File: src/design/fts_defines.vh
// constants of the frame timestamp capture block
`ifndef FTS_DEFINES_VH
`define FTS_DEFINES_VH

// ------------------------------------------------------------
// register byte offsets
// ------------------------------------------------------------
`define FTS_OFF_CTRL 6'h00
`define FTS_OFF_EVENT_FLAG 6'h04
`define FTS_OFF_EVENT_MASK 6'h08
`define FTS_OFF_HELD_TX_STAMP 6'h0C
`define FTS_OFF_TIME_NOW 6'h10
`define FTS_ADDR_W 6

// ------------------------------------------------------------
// fields and reset values
// ------------------------------------------------------------
`define FTS_CTRL_ENABLE_BIT 0
`define FTS_EVT_W 2
`define FTS_EVT_STAMP_READY_BIT 0
`define FTS_EVT_RX_STAMP_BIT 1
`define FTS_STATUS_W 8
`define FTS_STATUS_REQ_BIT 5
`define FTS_SEQ_W 4
`define FTS_STAMP_W 32
`define FTS_RST_EVT 2'h0
`define FTS_RST_MASK 2'h0
`define FTS_RST_STAMP 32'h0
`define FTS_RST_SEQ 4'h0
`define FTS_RST_STATUS 8'h00
`define FTS_RST_DATA 32'h0
`define FTS_TIME_STEP 32'h1
`define FTS_SEQ_STEP 4'h1

// ------------------------------------------------------------
// bus answers
// ------------------------------------------------------------
`define FTS_RESP_OKAY 2'h0
`define FTS_RESP_DECERR 2'h3

`endif

File: src/design/fts_time_counter.v
// enable-gated 32-bit time counter shared by transmit and receive capture
`timescale 1ns/1ns
`default_nettype none
`include "fts_defines.vh"

module fts_time_counter (
  // clock and reset
  input wire clk,
  input wire rst_n,
  // control
  input wire enable,
  // time
  output reg [`FTS_STAMP_W-1:0] time_now
);

  // holds its value while timestamping is off so stamps resume coherently
  always @(posedge clk or negedge rst_n) begin
    if (!rst_n) begin
      time_now <= `FTS_RST_STAMP;
    end else if (enable) begin
      time_now <= time_now + `FTS_TIME_STEP;
    end
  end

endmodule // fts_time_counter

`default_nettype wire

File: src/design/fts_capture.v
// frame timestamp capture unit with AXI4-Lite register slave
//
// Contract
// - all timestamping works only while the enable control bit is 1.
// - every transmitted frame returns a 32-bit stamp, a 4-bit sequence tag and its status.
// - status bit 5 is set exactly when the frame carried tx_stamp_request.
// - a flagged frame's stamp is also stored in held_tx_stamp.
// - storing a flagged stamp sets stamp_ready_flag in event_flag_reg.
// - unflagged frames neither overwrite held_tx_stamp nor set stamp_ready_flag.
// - each received frame latches the timer at start-of-frame delimiter detection.
// - the receive stamp is handed to the receive DMA for its descriptor.
// - writing one clears an event_flag_reg bit, zero leaves it, reset clears it; the code also clears the bits that a read of event_flag_reg returns.
// - the interrupt is raised while a flag bit and its mask bit are both set.
`timescale 1ns/1ns
`default_nettype none
`include "fts_defines.vh"

module fts_capture (
  // clock and reset
  input wire clk,
  input wire rst_n,
  // axi4-lite write address and data
  input wire [`FTS_ADDR_W-1:0] s_axi_awaddr,
  input wire s_axi_awvalid,
  output reg s_axi_awready,
  input wire [31:0] s_axi_wdata,
  input wire [3:0] s_axi_wstrb,
  input wire s_axi_wvalid,
  output reg s_axi_wready,
  // axi4-lite write response
  output reg [1:0] s_axi_bresp,
  output reg s_axi_bvalid,
  input wire s_axi_bready,
  // axi4-lite read
  input wire [`FTS_ADDR_W-1:0] s_axi_araddr,
  input wire s_axi_arvalid,
  output reg s_axi_arready,
  output reg [31:0] s_axi_rdata,
  output reg [1:0] s_axi_rresp,
  output reg s_axi_rvalid,
  input wire s_axi_rready,
  // transmit client side
  input wire tx_frame_sent,
  input wire tx_stamp_request,
  input wire [`FTS_STATUS_W-1:0] tx_frame_status,
  output reg tx_stamp_valid,
  output reg [`FTS_STAMP_W-1:0] tx_stamp_value,
  output reg [`FTS_SEQ_W-1:0] tx_frame_seq_tag,
  output reg [`FTS_STATUS_W-1:0] tx_stamp_status,
  // receive side
  input wire rx_sfd_detect,
  output reg rx_stamp_valid,
  output reg [`FTS_STAMP_W-1:0] rx_stamp_value,
  // interrupt
  output reg irq
);

  // ------------------------------------------------------------
  // state
  // ------------------------------------------------------------
  reg precision_time_enable;
  reg [`FTS_EVT_W-1:0] event_flag_reg;
  reg [`FTS_EVT_W-1:0] event_mask_reg;
  reg [`FTS_STAMP_W-1:0] held_tx_stamp;
  reg [`FTS_SEQ_W-1:0] seq_count;
  reg [`FTS_STATUS_W-1:0] next_tx_status;
  wire [`FTS_STAMP_W-1:0] time_now;
  wire wr_fire;
  wire rd_fire;
  wire wr_lane0;
  wire tx_take;
  wire tx_flagged;
  wire rx_take;
  reg [`FTS_EVT_W-1:0] evt_set;
  reg [`FTS_EVT_W-1:0] evt_clr;
  reg [`FTS_EVT_W-1:0] next_event_flag;
  reg [31:0] next_rdata;
  reg next_rd_hit;

  // ------------------------------------------------------------
  // time base
  // ------------------------------------------------------------
  // one shared counter
  fts_time_counter u_time (
    .clk(clk),
    .rst_n(rst_n),
    .enable(precision_time_enable),
    .time_now(time_now)
  );

  assign tx_take = tx_frame_sent & precision_time_enable;
  assign tx_flagged = tx_take & tx_stamp_request;
  assign rx_take = rx_sfd_detect & precision_time_enable;

  // ------------------------------------------------------------
  // transmit stamp return
  // ------------------------------------------------------------
  // request bit reflects flag
  always @* begin
    next_tx_status = tx_frame_status;
    next_tx_status[`FTS_STATUS_REQ_BIT] = tx_stamp_request;
  end

  always @(posedge clk or negedge rst_n) begin
    if (!rst_n) begin
      tx_stamp_valid <= 1'b0;
      tx_stamp_value <= `FTS_RST_STAMP;
      tx_frame_seq_tag <= `FTS_RST_SEQ;
      tx_stamp_status <= `FTS_RST_STATUS;
    end else begin
      tx_stamp_valid <= tx_take;
      if (tx_take) begin
        tx_stamp_value <= time_now;
        tx_frame_seq_tag <= seq_count;
        tx_stamp_status <= next_tx_status;
      end
    end
  end

  // tags count stamped frames only, so a disabled unit leaves no gap in the sequence
  always @(posedge clk or negedge rst_n) begin
    if (!rst_n) begin
      seq_count <= `FTS_RST_SEQ;
    end else if (tx_take) begin
      seq_count <= seq_count + `FTS_SEQ_STEP;
    end
  end

  always @(posedge clk or negedge rst_n) begin
    if (!rst_n) begin
      held_tx_stamp <= `FTS_RST_STAMP;
    end else if (tx_flagged) begin
      held_tx_stamp <= time_now;
    end
  end

  // ------------------------------------------------------------
  // receive stamp for the dma
  // ------------------------------------------------------------
  always @(posedge clk or negedge rst_n) begin
    if (!rst_n) begin
      rx_stamp_valid <= 1'b0;
      rx_stamp_value <= `FTS_RST_STAMP;
    end else begin
      rx_stamp_valid <= rx_take;
      if (rx_take) begin
        rx_stamp_value <= time_now;
      end
    end
  end

  // ------------------------------------------------------------
  // axi4-lite write channel
  // ------------------------------------------------------------
  // both channels are taken together; the master holds each valid until then
  assign wr_fire = s_axi_awvalid & s_axi_awready & s_axi_wvalid & s_axi_wready;
  // only byte lane 0 carries live bits; without it a write changes nothing
  assign wr_lane0 = wr_fire & s_axi_wstrb[0];

  always @(posedge clk or negedge rst_n) begin
    if (!rst_n) begin
      s_axi_awready <= 1'b0;
      s_axi_wready <= 1'b0;
      s_axi_bvalid <= 1'b0;
      s_axi_bresp <= `FTS_RESP_OKAY;
    end else begin
      s_axi_awready <= 1'b0;
      s_axi_wready <= 1'b0;
      if (!s_axi_awready && !s_axi_bvalid && s_axi_awvalid && s_axi_wvalid) begin
        s_axi_awready <= 1'b1;
        s_axi_wready <= 1'b1;
      end
      if (wr_fire) begin
        s_axi_bvalid <= 1'b1;
        // the stamp and time offsets are read-only: a write there is answered okay and dropped
        case (s_axi_awaddr)
          `FTS_OFF_CTRL, `FTS_OFF_EVENT_FLAG, `FTS_OFF_EVENT_MASK,
          `FTS_OFF_HELD_TX_STAMP, `FTS_OFF_TIME_NOW: begin
            s_axi_bresp <= `FTS_RESP_OKAY;
          end
          default: begin
            s_axi_bresp <= `FTS_RESP_DECERR;
          end
        endcase
      end else if (s_axi_bvalid && s_axi_bready) begin
        s_axi_bvalid <= 1'b0;
      end
    end
  end

  // control registers
  always @(posedge clk or negedge rst_n) begin
    if (!rst_n) begin
      precision_time_enable <= 1'b0;
      event_mask_reg <= `FTS_RST_MASK;
    end else if (wr_lane0) begin
      if (s_axi_awaddr == `FTS_OFF_CTRL) begin
        precision_time_enable <= s_axi_wdata[`FTS_CTRL_ENABLE_BIT];
      end
      if (s_axi_awaddr == `FTS_OFF_EVENT_MASK) begin
        event_mask_reg <= s_axi_wdata[`FTS_EVT_W-1:0];
      end
    end
  end

  // ------------------------------------------------------------
  // axi4-lite read channel
  // ------------------------------------------------------------
  assign rd_fire = s_axi_arvalid & s_axi_arready;

  always @* begin
    next_rdata = `FTS_RST_DATA;
    next_rd_hit = 1'b1;
    case (s_axi_araddr)
      `FTS_OFF_CTRL: begin
        next_rdata[`FTS_CTRL_ENABLE_BIT] = precision_time_enable;
      end
      `FTS_OFF_EVENT_FLAG: begin
        next_rdata[`FTS_EVT_W-1:0] = event_flag_reg;
      end
      `FTS_OFF_EVENT_MASK: begin
        next_rdata[`FTS_EVT_W-1:0] = event_mask_reg;
      end
      // software reads the held stamp here
      `FTS_OFF_HELD_TX_STAMP: begin
        next_rdata = held_tx_stamp;
      end
      `FTS_OFF_TIME_NOW: begin
        next_rdata = time_now;
      end
      default: begin
        next_rd_hit = 1'b0;
      end
    endcase
  end

  always @(posedge clk or negedge rst_n) begin
    if (!rst_n) begin
      s_axi_arready <= 1'b0;
      s_axi_rvalid <= 1'b0;
      s_axi_rdata <= `FTS_RST_DATA;
      s_axi_rresp <= `FTS_RESP_OKAY;
    end else begin
      s_axi_arready <= 1'b0;
      if (!s_axi_arready && !s_axi_rvalid && s_axi_arvalid) begin
        s_axi_arready <= 1'b1;
      end
      if (rd_fire) begin
        s_axi_rvalid <= 1'b1;
        s_axi_rdata <= next_rdata;
        s_axi_rresp <= next_rd_hit ? `FTS_RESP_OKAY : `FTS_RESP_DECERR;
      end else if (s_axi_rvalid && s_axi_rready) begin
        s_axi_rvalid <= 1'b0;
      end
    end
  end

  // ------------------------------------------------------------
  // event flags and interrupt
  // ------------------------------------------------------------
  always @* begin
    evt_set = `FTS_RST_EVT;
    evt_set[`FTS_EVT_STAMP_READY_BIT] = tx_flagged;
    evt_set[`FTS_EVT_RX_STAMP_BIT] = rx_take;
    evt_clr = `FTS_RST_EVT;
    if (wr_lane0 && s_axi_awaddr == `FTS_OFF_EVENT_FLAG) begin
      evt_clr = s_axi_wdata[`FTS_EVT_W-1:0];
    end
    // a read clears only the bits it returned, so nothing set later is lost
    if (rd_fire && s_axi_araddr == `FTS_OFF_EVENT_FLAG) begin
      evt_clr = evt_clr | event_flag_reg;
    end
    // set wins over clear in the same cycle
    next_event_flag = (event_flag_reg & ~evt_clr) | evt_set;
  end

  always @(posedge clk or negedge rst_n) begin
    if (!rst_n) begin
      event_flag_reg <= `FTS_RST_EVT;
      irq <= 1'b0;
    end else begin
      event_flag_reg <= next_event_flag;
      irq <= |(next_event_flag & event_mask_reg);
    end
  end

endmodule // fts_capture

`default_nettype wire

File: config.mk
export PLATFORM = sky130hd
export DESIGN_NAME = fts_capture
export DESIGN_NICKNAME = d
export VERILOG_FILES = /design/src/design/fts_time_counter.v /design/src/design/fts_capture.v
export VERILOG_INCLUDE_DIRS = /design/src /design/src/design
export SDC_FILE = /design/constraint.sdc
export NUM_CORES = 1
export LEC_CHECK = 0
export ABC_CLOCK_PERIOD_IN_PS = 2600
export CELL_PAD_IN_SITES_DETAIL_PLACEMENT = 1
export CELL_PAD_IN_SITES_GLOBAL_PLACEMENT = 2
export CORE_MARGIN = 4
export CORE_UTILIZATION = 42
export DETAILED_ROUTE_END_ITERATION = 8
export DONT_BUFFER_PORTS = 1
export HOLD_SLACK_MARGIN = 0.15
export PLACE_DENSITY_LB_ADDON = 0.1
export SYNTH_ARGS = -nofsm -noshare
export SYNTH_HDL_FRONTEND = slang
export SYNTH_SLANG_ARGS = --single-unit
File: constraint.sdc
create_clock -name clk -period 2.6 [get_ports clk]
set_clock_uncertainty 0.15 [all_clocks]
set_input_delay 0.78 -clock clk [delete_from_list [all_inputs] [get_ports clk]]
set_output_delay 0.78 -clock clk [all_outputs]
set_load 0.02 [all_outputs]
==> run_results.csv, run 1 <==
group,metric,value,unit
status,status,"complete, but fails checks",
status,violations,"negative hold slack",
synthesis,avgSynthCellArea,13.2,sq um
worst_setup_path,worst-setup-path-type,"register to register",
synthesis,yosys.cell_types.count,39,
clock_tree,tritoncts,"done",
synthesis,synth.yosys.seq_area_share,0.616,
detailed_routing,drc,0,
placed_design,hpwlAfterDp,11300,microns
synthesis,synth_edf_count,0,
finish,utilization,0.471,
timing,maxSlewViolCount,0,
detailed_routing,drt-initial-drc-count,231,
synthesis,yosysTopAreaCellShare,0.616,
power_and_ir_drop,p_switching,0.00133,W
worst_setup_path,crit_path_start_kind,"register",
timing,setup_viol,0,
power_and_ir_drop,leakage,4.06,nW
worst_setup_path,rrSetupSlack,350,ps
die,start_util,0.428,
clock_tree,cts_root_buf,"clkbuf_16",
power_and_ir_drop,power.share.sequential,0.548,
synthesis,yosysTopAreaCell,"dfrtp_1",
power_and_ir_drop,vdd_drop_max,0.459,mV
power_and_ir_drop,pwr-share-comb,0.016,
detailed_routing,via_count,4464,
finish,drive_above_1_share,0.279,
timing,min_period,2250,ps
die,die_y,144,microns
finish,diodes,0,
power_and_ir_drop,powerDensity,663,nW/um^2
power_and_ir_drop,sw_frac_of_total,0.237,
timing,rsz0062_at_grt,"no",
timing,fmax,445,MHz
synthesis,synth-compound-area-share,0.0631,
finish,multi_input_area,2710,sq um
global_route,grt-ovfl-total,0,
synthesis,ys_ff_latch,190,
synthesis,yosys.area_share.simple,0.0842,
worst_setup_path,arrival,2400,ps
synthesis,netlist_instances,584,
synthesis,synthMostInstantiatedCell,"dfrtp_1",
placed_design,dpl_cell_area,7930,sq um
synthesis,synth_xor_area_frac,0.0386,
clock_tree,clock_sinks,190,
timing,worstMarginPinSlew,588,ps
worst_setup_path,cp-end-kind,"register",
clock_tree,clkTransAtPathRegs,80,ps
die,die_area,20600,sq um
global_route,grt_usage,0.174,
synthesis,synth_commonest_cells,"190 x dfrtp_1, 106 x mux2_2, 60 x nand2_1",
timing,setup_tns,0,ps
detailed_routing,vias_per_cell,5.48,
timing,relSlewSlack,0.605,
worst_setup_path,r2r-end,"u_time.time_now[30]",
global_route,grt_max_degree,191,
timing,finalCritPeriodShare,0.864,
detailed_routing,wl_per_cell,21.0,microns
worst_setup_path,rr_worst_depth,5,
synthesis,synth_mux_area_frac,0.160,
worst_setup_path,crit_start,"u_time.time_now[0]",
clock_tree,post_cts_resized,0,
finish,fin_area,8480,sq um
finish,nets,640,
worst_setup_path,r2r_start,"u_time.time_now[0]",
global_route,grt_pass1_wl,27900,microns
synthesis,syn_nets,652,
clock_tree,clk_path_buf_depth,2,
global_route,antenna_found_initial,0,
timing,finalHoldViolCount,190,
finish,syn_to_final_growth,9.98,%
synthesis,synth_flop_cell,"dfrtp_1",
timing,timing.hold.ws,-109,ps
die,core,18000,sq um
detailed_routing,route.antenna.remaining_nets,0,
worst_setup_path,crit_fanout,8,
die,row_count,49,
placed_design,port-buffer-count,0,
global_route,grt_pass1_vias,4897,
synthesis,yosys-top-cells-area,"dfrtp_1 62%, mux2_2 15%, xnor2_1 3.2%",
worst_setup_path,cp.required,2750,ps
finish,fillers,1827,
synthesis,yosysWarnings,0,
finish,seqCellArea,4750,sq um
detailed_routing,routed_wl,17100,microns
job,drv_cap,0,
placed_design,gp_congestion,0.710,
min_path,hold_path_class,"input port to async pin",
synthesis,synth_top_family_by_area,"multiplexers",
clock_tree,cts_buffers,17,
synthesis,synthesis.area,7710,sq um
synthesis,synth_async_sr_flop_share,1.00,
synthesis,synth_fa_ha_area_frac,0.00324,
clock_tree,clkLatencyLatePin,430,ps
power_and_ir_drop,power,0.00562,W
die,io_pins,186,
die,die_width,144,microns
clock_tree,htreeDepth,4,
power_and_ir_drop,clkPwrFrac,0.436,
detailed_routing,first_pass_iters,4,
power_and_ir_drop,p_int,0.00429,W
[through the flow]
step	setup slack, ps	cells
final	352	814
after CTS	297	814
after global placement	384	782
after detailed placement	324	782
after global routing	137	814
after floorplan	520	584
[cell type report]
type | instances | share of cell area
flip-flops and latches | 190 | 0.561
multi-input cells | 346 | 0.319
clock inverters | 15 | 0.0152
repair buffers | 11 | 0.0186
clock buffers | 17 | 0.0502
inverters | 6 | 0.00266
well taps | 229 | 0.0338
[repair_timing]
action	4_1_cts	5_1_grt
buffers inserted	0	0
setup endpoints to repair	0	0
endpoints found under the hold margin	190	190
[kinds of logic (layout without fill, tap and decap cells)]
logic type,count (synthesis),in the layout
adder cells (fa/ha/maj),2,2
XOR/XNOR,34,34
buffers and inverters,48,49
AO/OA/AOI/OAI,80,80
AND/OR/NAND/NOR,121,121
multiplexers,109,109
flip-flops,190,190
[power by group through the flow]
stage	registers, W	clock network [W]	logic (W)
global placement	0.00313	0	0.0000897
global route	0.00309	0.00266	0.000106
finish	0.00308	0.00245	0.0000914
floorplan	0.00311	0	0.0000954
CTS	0.00308	0.00254	0.0000929
detailed placement	0.00314	0	0.0000934
[cell usage in the layout (no fill, tap or decap), types with 2 or more instances in the layout]
cell type | netlist | layout
clkinv_4 | 0 | 2
inv_8 | 0 | 4
o21ai_0 | 43 | 43
xor2_1 | 6 | 6
clkinvlp_4 | 0 | 4
clkinv_2 | 0 | 2
clkbuf_16 | 0 | 17
nand2_2 | 0 | 4
nor3_1 | 5 | 5
inv_1 | 6 | 6
nor4_4 | 2 | 2
nand4_1 | 11 | 11
and3_1 | 6 | 5
nor2_1 | 5 | 5
mux2i_1 | 2 | 2
nand2_1 | 60 | 56
dfrtp_1 | 190 | 190
nor4_1 | 4 | 4
o21ai_1 | 2 | 2
mux2_2 | 106 | 106
nand4_2 | 3 | 3
and4_1 | 3 | 3
xnor2_1 | 28 | 28
buf_12 | 0 | 6
nand3b_1 | 3 | 3
a22oi_1 | 32 | 32
inv_6 | 0 | 3
ha_1 | 2 | 2
nand3_1 | 11 | 11
buf_4 | 5 | 5
[worst max-delay path, cell delays in order, from the launching register on]
cell     delay (ps)
dfrtp_1         490
ha_1            240
nand4_2         230
nor4_4          630
nand4_1         210
xnor2_1         160
[how the worst max path moves through the flow]
stage / to / slack, ps / cells after the start
after global routing: u_time.time_now[30] / 140 / 5
after global placement: u_time.time_now[28] / 380 / 5
after CTS: u_time.time_now[30] / 300 / 5
after detailed placement: u_time.time_now[30] / 320 / 5
after floorplan: precision_time_enable / 520 / 3
final: u_time.time_now[30] / 350 / 5
[routing by layer]
layer / GRT usage / part of all wire / up-vias / wire, microns
met3: 0.0566 / 0.068 / 15 / 1160
met2: 0.275 / 0.47 / 112 / 8040
met4: 0.0505 / 0.013 / 0 / 216
met5: 0 / 0 / - / 0
li1: - / - / 2029 / -
met1: 0.232 / 0.45 / 2308 / 7650
Note: power is estimated with default switching activity, not from simulation.
==> run 2: changes to the inputs <==
--- a/config.mk
+++ b/config.mk
@@ -10,11 +10,12 @@
 export CELL_PAD_IN_SITES_DETAIL_PLACEMENT = 1
 export CELL_PAD_IN_SITES_GLOBAL_PLACEMENT = 2
 export CORE_MARGIN = 4
-export CORE_UTILIZATION = 42
+export CORE_UTILIZATION = 44
+export CTS_BUF_LIST = sky130_fd_sc_hd__clkbuf_8
 export DETAILED_ROUTE_END_ITERATION = 8
 export DONT_BUFFER_PORTS = 1
 export HOLD_SLACK_MARGIN = 0.15
-export PLACE_DENSITY_LB_ADDON = 0.1
+export PLACE_DENSITY_LB_ADDON = 0.2
 export SYNTH_ARGS = -nofsm -noshare
 export SYNTH_HDL_FRONTEND = slang
 export SYNTH_SLANG_ARGS = --single-unit
==> run_results.csv, run 2 (same netlist as run 1, synthesis figures left out) <==
group,metric,value,unit
status,status,"complete, but fails checks",
status,violations,"negative hold slack",
die,row_count,48,
worst_setup_path,cp_num_buf_inv,0,
worst_setup_path,cp-end-kind,"register",
power_and_ir_drop,vdd_drop_max,0.285,mV
global_route,grt-ovfl-total,0,
timing,finalCritPeriodShare,0.840,
worst_setup_path,path_cells,"nand4_2 -> nor4_4 -> nand3_1 -> xnor2_1",
power_and_ir_drop,leakage,3.97,nW
clock_tree,htreeDepth,4,
worst_setup_path,arrival,2370,ps
die,die_area,19700,sq um
job,drv_cap,0,
finish,syn_to_final_growth,7.61,%
timing,relSlewSlack,0.546,
worst_setup_path,crit_family,"simple AND/OR/NAND/NOR gates",
placed_design,gp_congestion,0.755,
worst_setup_path,cpMaxStageDelayCell,"nor4_4",
global_route,antenna_found_initial,0,
power_and_ir_drop,powerDensity,620,nW/um^2
finish,fillers,1770,
detailed_routing,route.antenna.remaining_nets,0,
timing,setup_viol,0,
detailed_routing,routed_wl,17000,microns
detailed_routing,via_count,4485,
global_route,grt_usage,0.180,
finish,fin_area,8300,sq um
detailed_routing,drc,0,
die,core,17200,sq um
clock_tree,tritoncts,"done",
clock_tree,cts_buffers,17,
detailed_routing,vias_per_cell,5.55,
global_route,grt_max_degree,191,
finish,layout_common_cells,"190 x dfrtp_1, 106 x mux2_2, 56 x nand2_1, 43 x o21ai_0, 32 x a22oi_1",
finish,drive_above_1_share,0.276,
placed_design,dpl_cell_area,7900,sq um
timing,min_period,2180,ps
timing,worstMarginPinSlew,675,ps
detailed_routing,first_pass_iters,4,
die,start_util,0.447,
detailed_routing,wl_per_cell,21.0,microns
placed_design,port-buffer-count,0,
detailed_routing,drt-initial-drc-count,254,
clock_tree,clock_sinks,190,
placed_design,hpwlAfterDp,10900,microns
min_path,hold_path_class,"input port to async pin",
global_route,grt_pass1_wl,28100,microns
timing,maxSlewViolCount,0,
worst_setup_path,cpPeakStageDelay,700,ps
die,io_pins,186,
worst_setup_path,crit_path_start_kind,"register",
clock_tree,clkTransAtPathRegs,100,ps
clock_tree,post_cts_resized,0,
worst_setup_path,cp.required,2790,ps
worst_setup_path,crit_fanout,10,
finish,final_common_cell,"dfrtp_1",
timing,timing.hold.ws,-146,ps
die,die_y,140,microns
timing,finalHoldViolCount,190,
finish,nets,638,
clock_tree,clk_path_buf_depth,2,
worst_setup_path,worst-setup-path-type,"register to register",
clock_tree,clkLatencyLatePin,460,ps
clock_tree,cts_setup_buffers,0,
clock_tree,cts_root_buf,"clkbuf_8",
finish,diodes,0,
timing,fmax,458,MHz
global_route,grt_pass1_vias,5091,
timing,setup_tns,0,ps
timing,rsz0062_at_grt,"no",
die,die_width,140,microns
## run 2: changes by cell type in the layout (fill, tap and decap cells not counted), sizes merged
cell and delta:
inv -3, buf -2, clkinv +1, clkinvlp -1, clkbuf +1, bufinv +2
## run 2: layout make-up
type | instances | area [sq um] | area share
inverter | 6 | 22.5 | 0.00271
clock inverter | 14 | 156 | 0.0188
clock buffer | 18 | 248 | 0.0299
multi-input combinational | 346 | 2710 | 0.326
sequential | 190 | 4750 | 0.573
timing repair buffer | 9 | 130 | 0.0157
tap | 225 | 282 | 0.0339
## run 2: where the power goes
part           internal [W]  switching (W)  leakage (nW)   total, W
Clock              0.000896        0.00109         0.198    0.00198
Combinational     0.0000386      0.0000505          1.13  0.0000890
Sequential          0.00299      0.0000870          2.64    0.00308
Total               0.00392        0.00122          3.97    0.00515
## run 2: layer usage
layer	part of all wire	vias up	track usage	wire length, microns
met2	0.47	127	0.287	8040
met3	0.089	17	0.0795	1520
li1	-	2024	-	-
met4	0.0098	0	0.0444	167
met1	0.43	2317	0.228	7240
met5	0	-	0	0
## run 2: through the flow
stage / utilization / total power [W] / worst slack, ps / instances
after global routing: 0.481 / 0.00538 / 224 / 808
after detailed placement: 0.458 / 0.00323 / 290 / 776
after floorplan: - / 0.00320 / 520 / 584
after CTS: 0.481 / 0.00523 / 378 / 808
after global placement: 0.458 / 0.00322 / 362 / 776
final: 0.481 / 0.00515 / 415 / 808
## run 2: worst register-to-register path, delay by kind of cell (launching register included)
kind             cells  cell delay [ps]
XOR/XNOR             1              170
flip-flops           1              570
AND/OR/NAND/NOR      3             1180
## run 2: worst paths after layout
path | startpoint | endpoint | slack (ps) | cells after the start
max | u_time.time_now[7] | u_time.time_now[27] | 420 | 4
min | rst_n | s_axi_rdata[9] | -150 | 0
max reg2reg | u_time.time_now[7] | u_time.time_now[27] | 420 | 4
min reg2reg | seq_count[3] | seq_count[3] | 330 | 1
max in group asynchronous | rst_n | s_axi_rdata[22] | 2170 | 0
min in group clk | s_axi_bready | s_axi_bvalid | 250 | 1
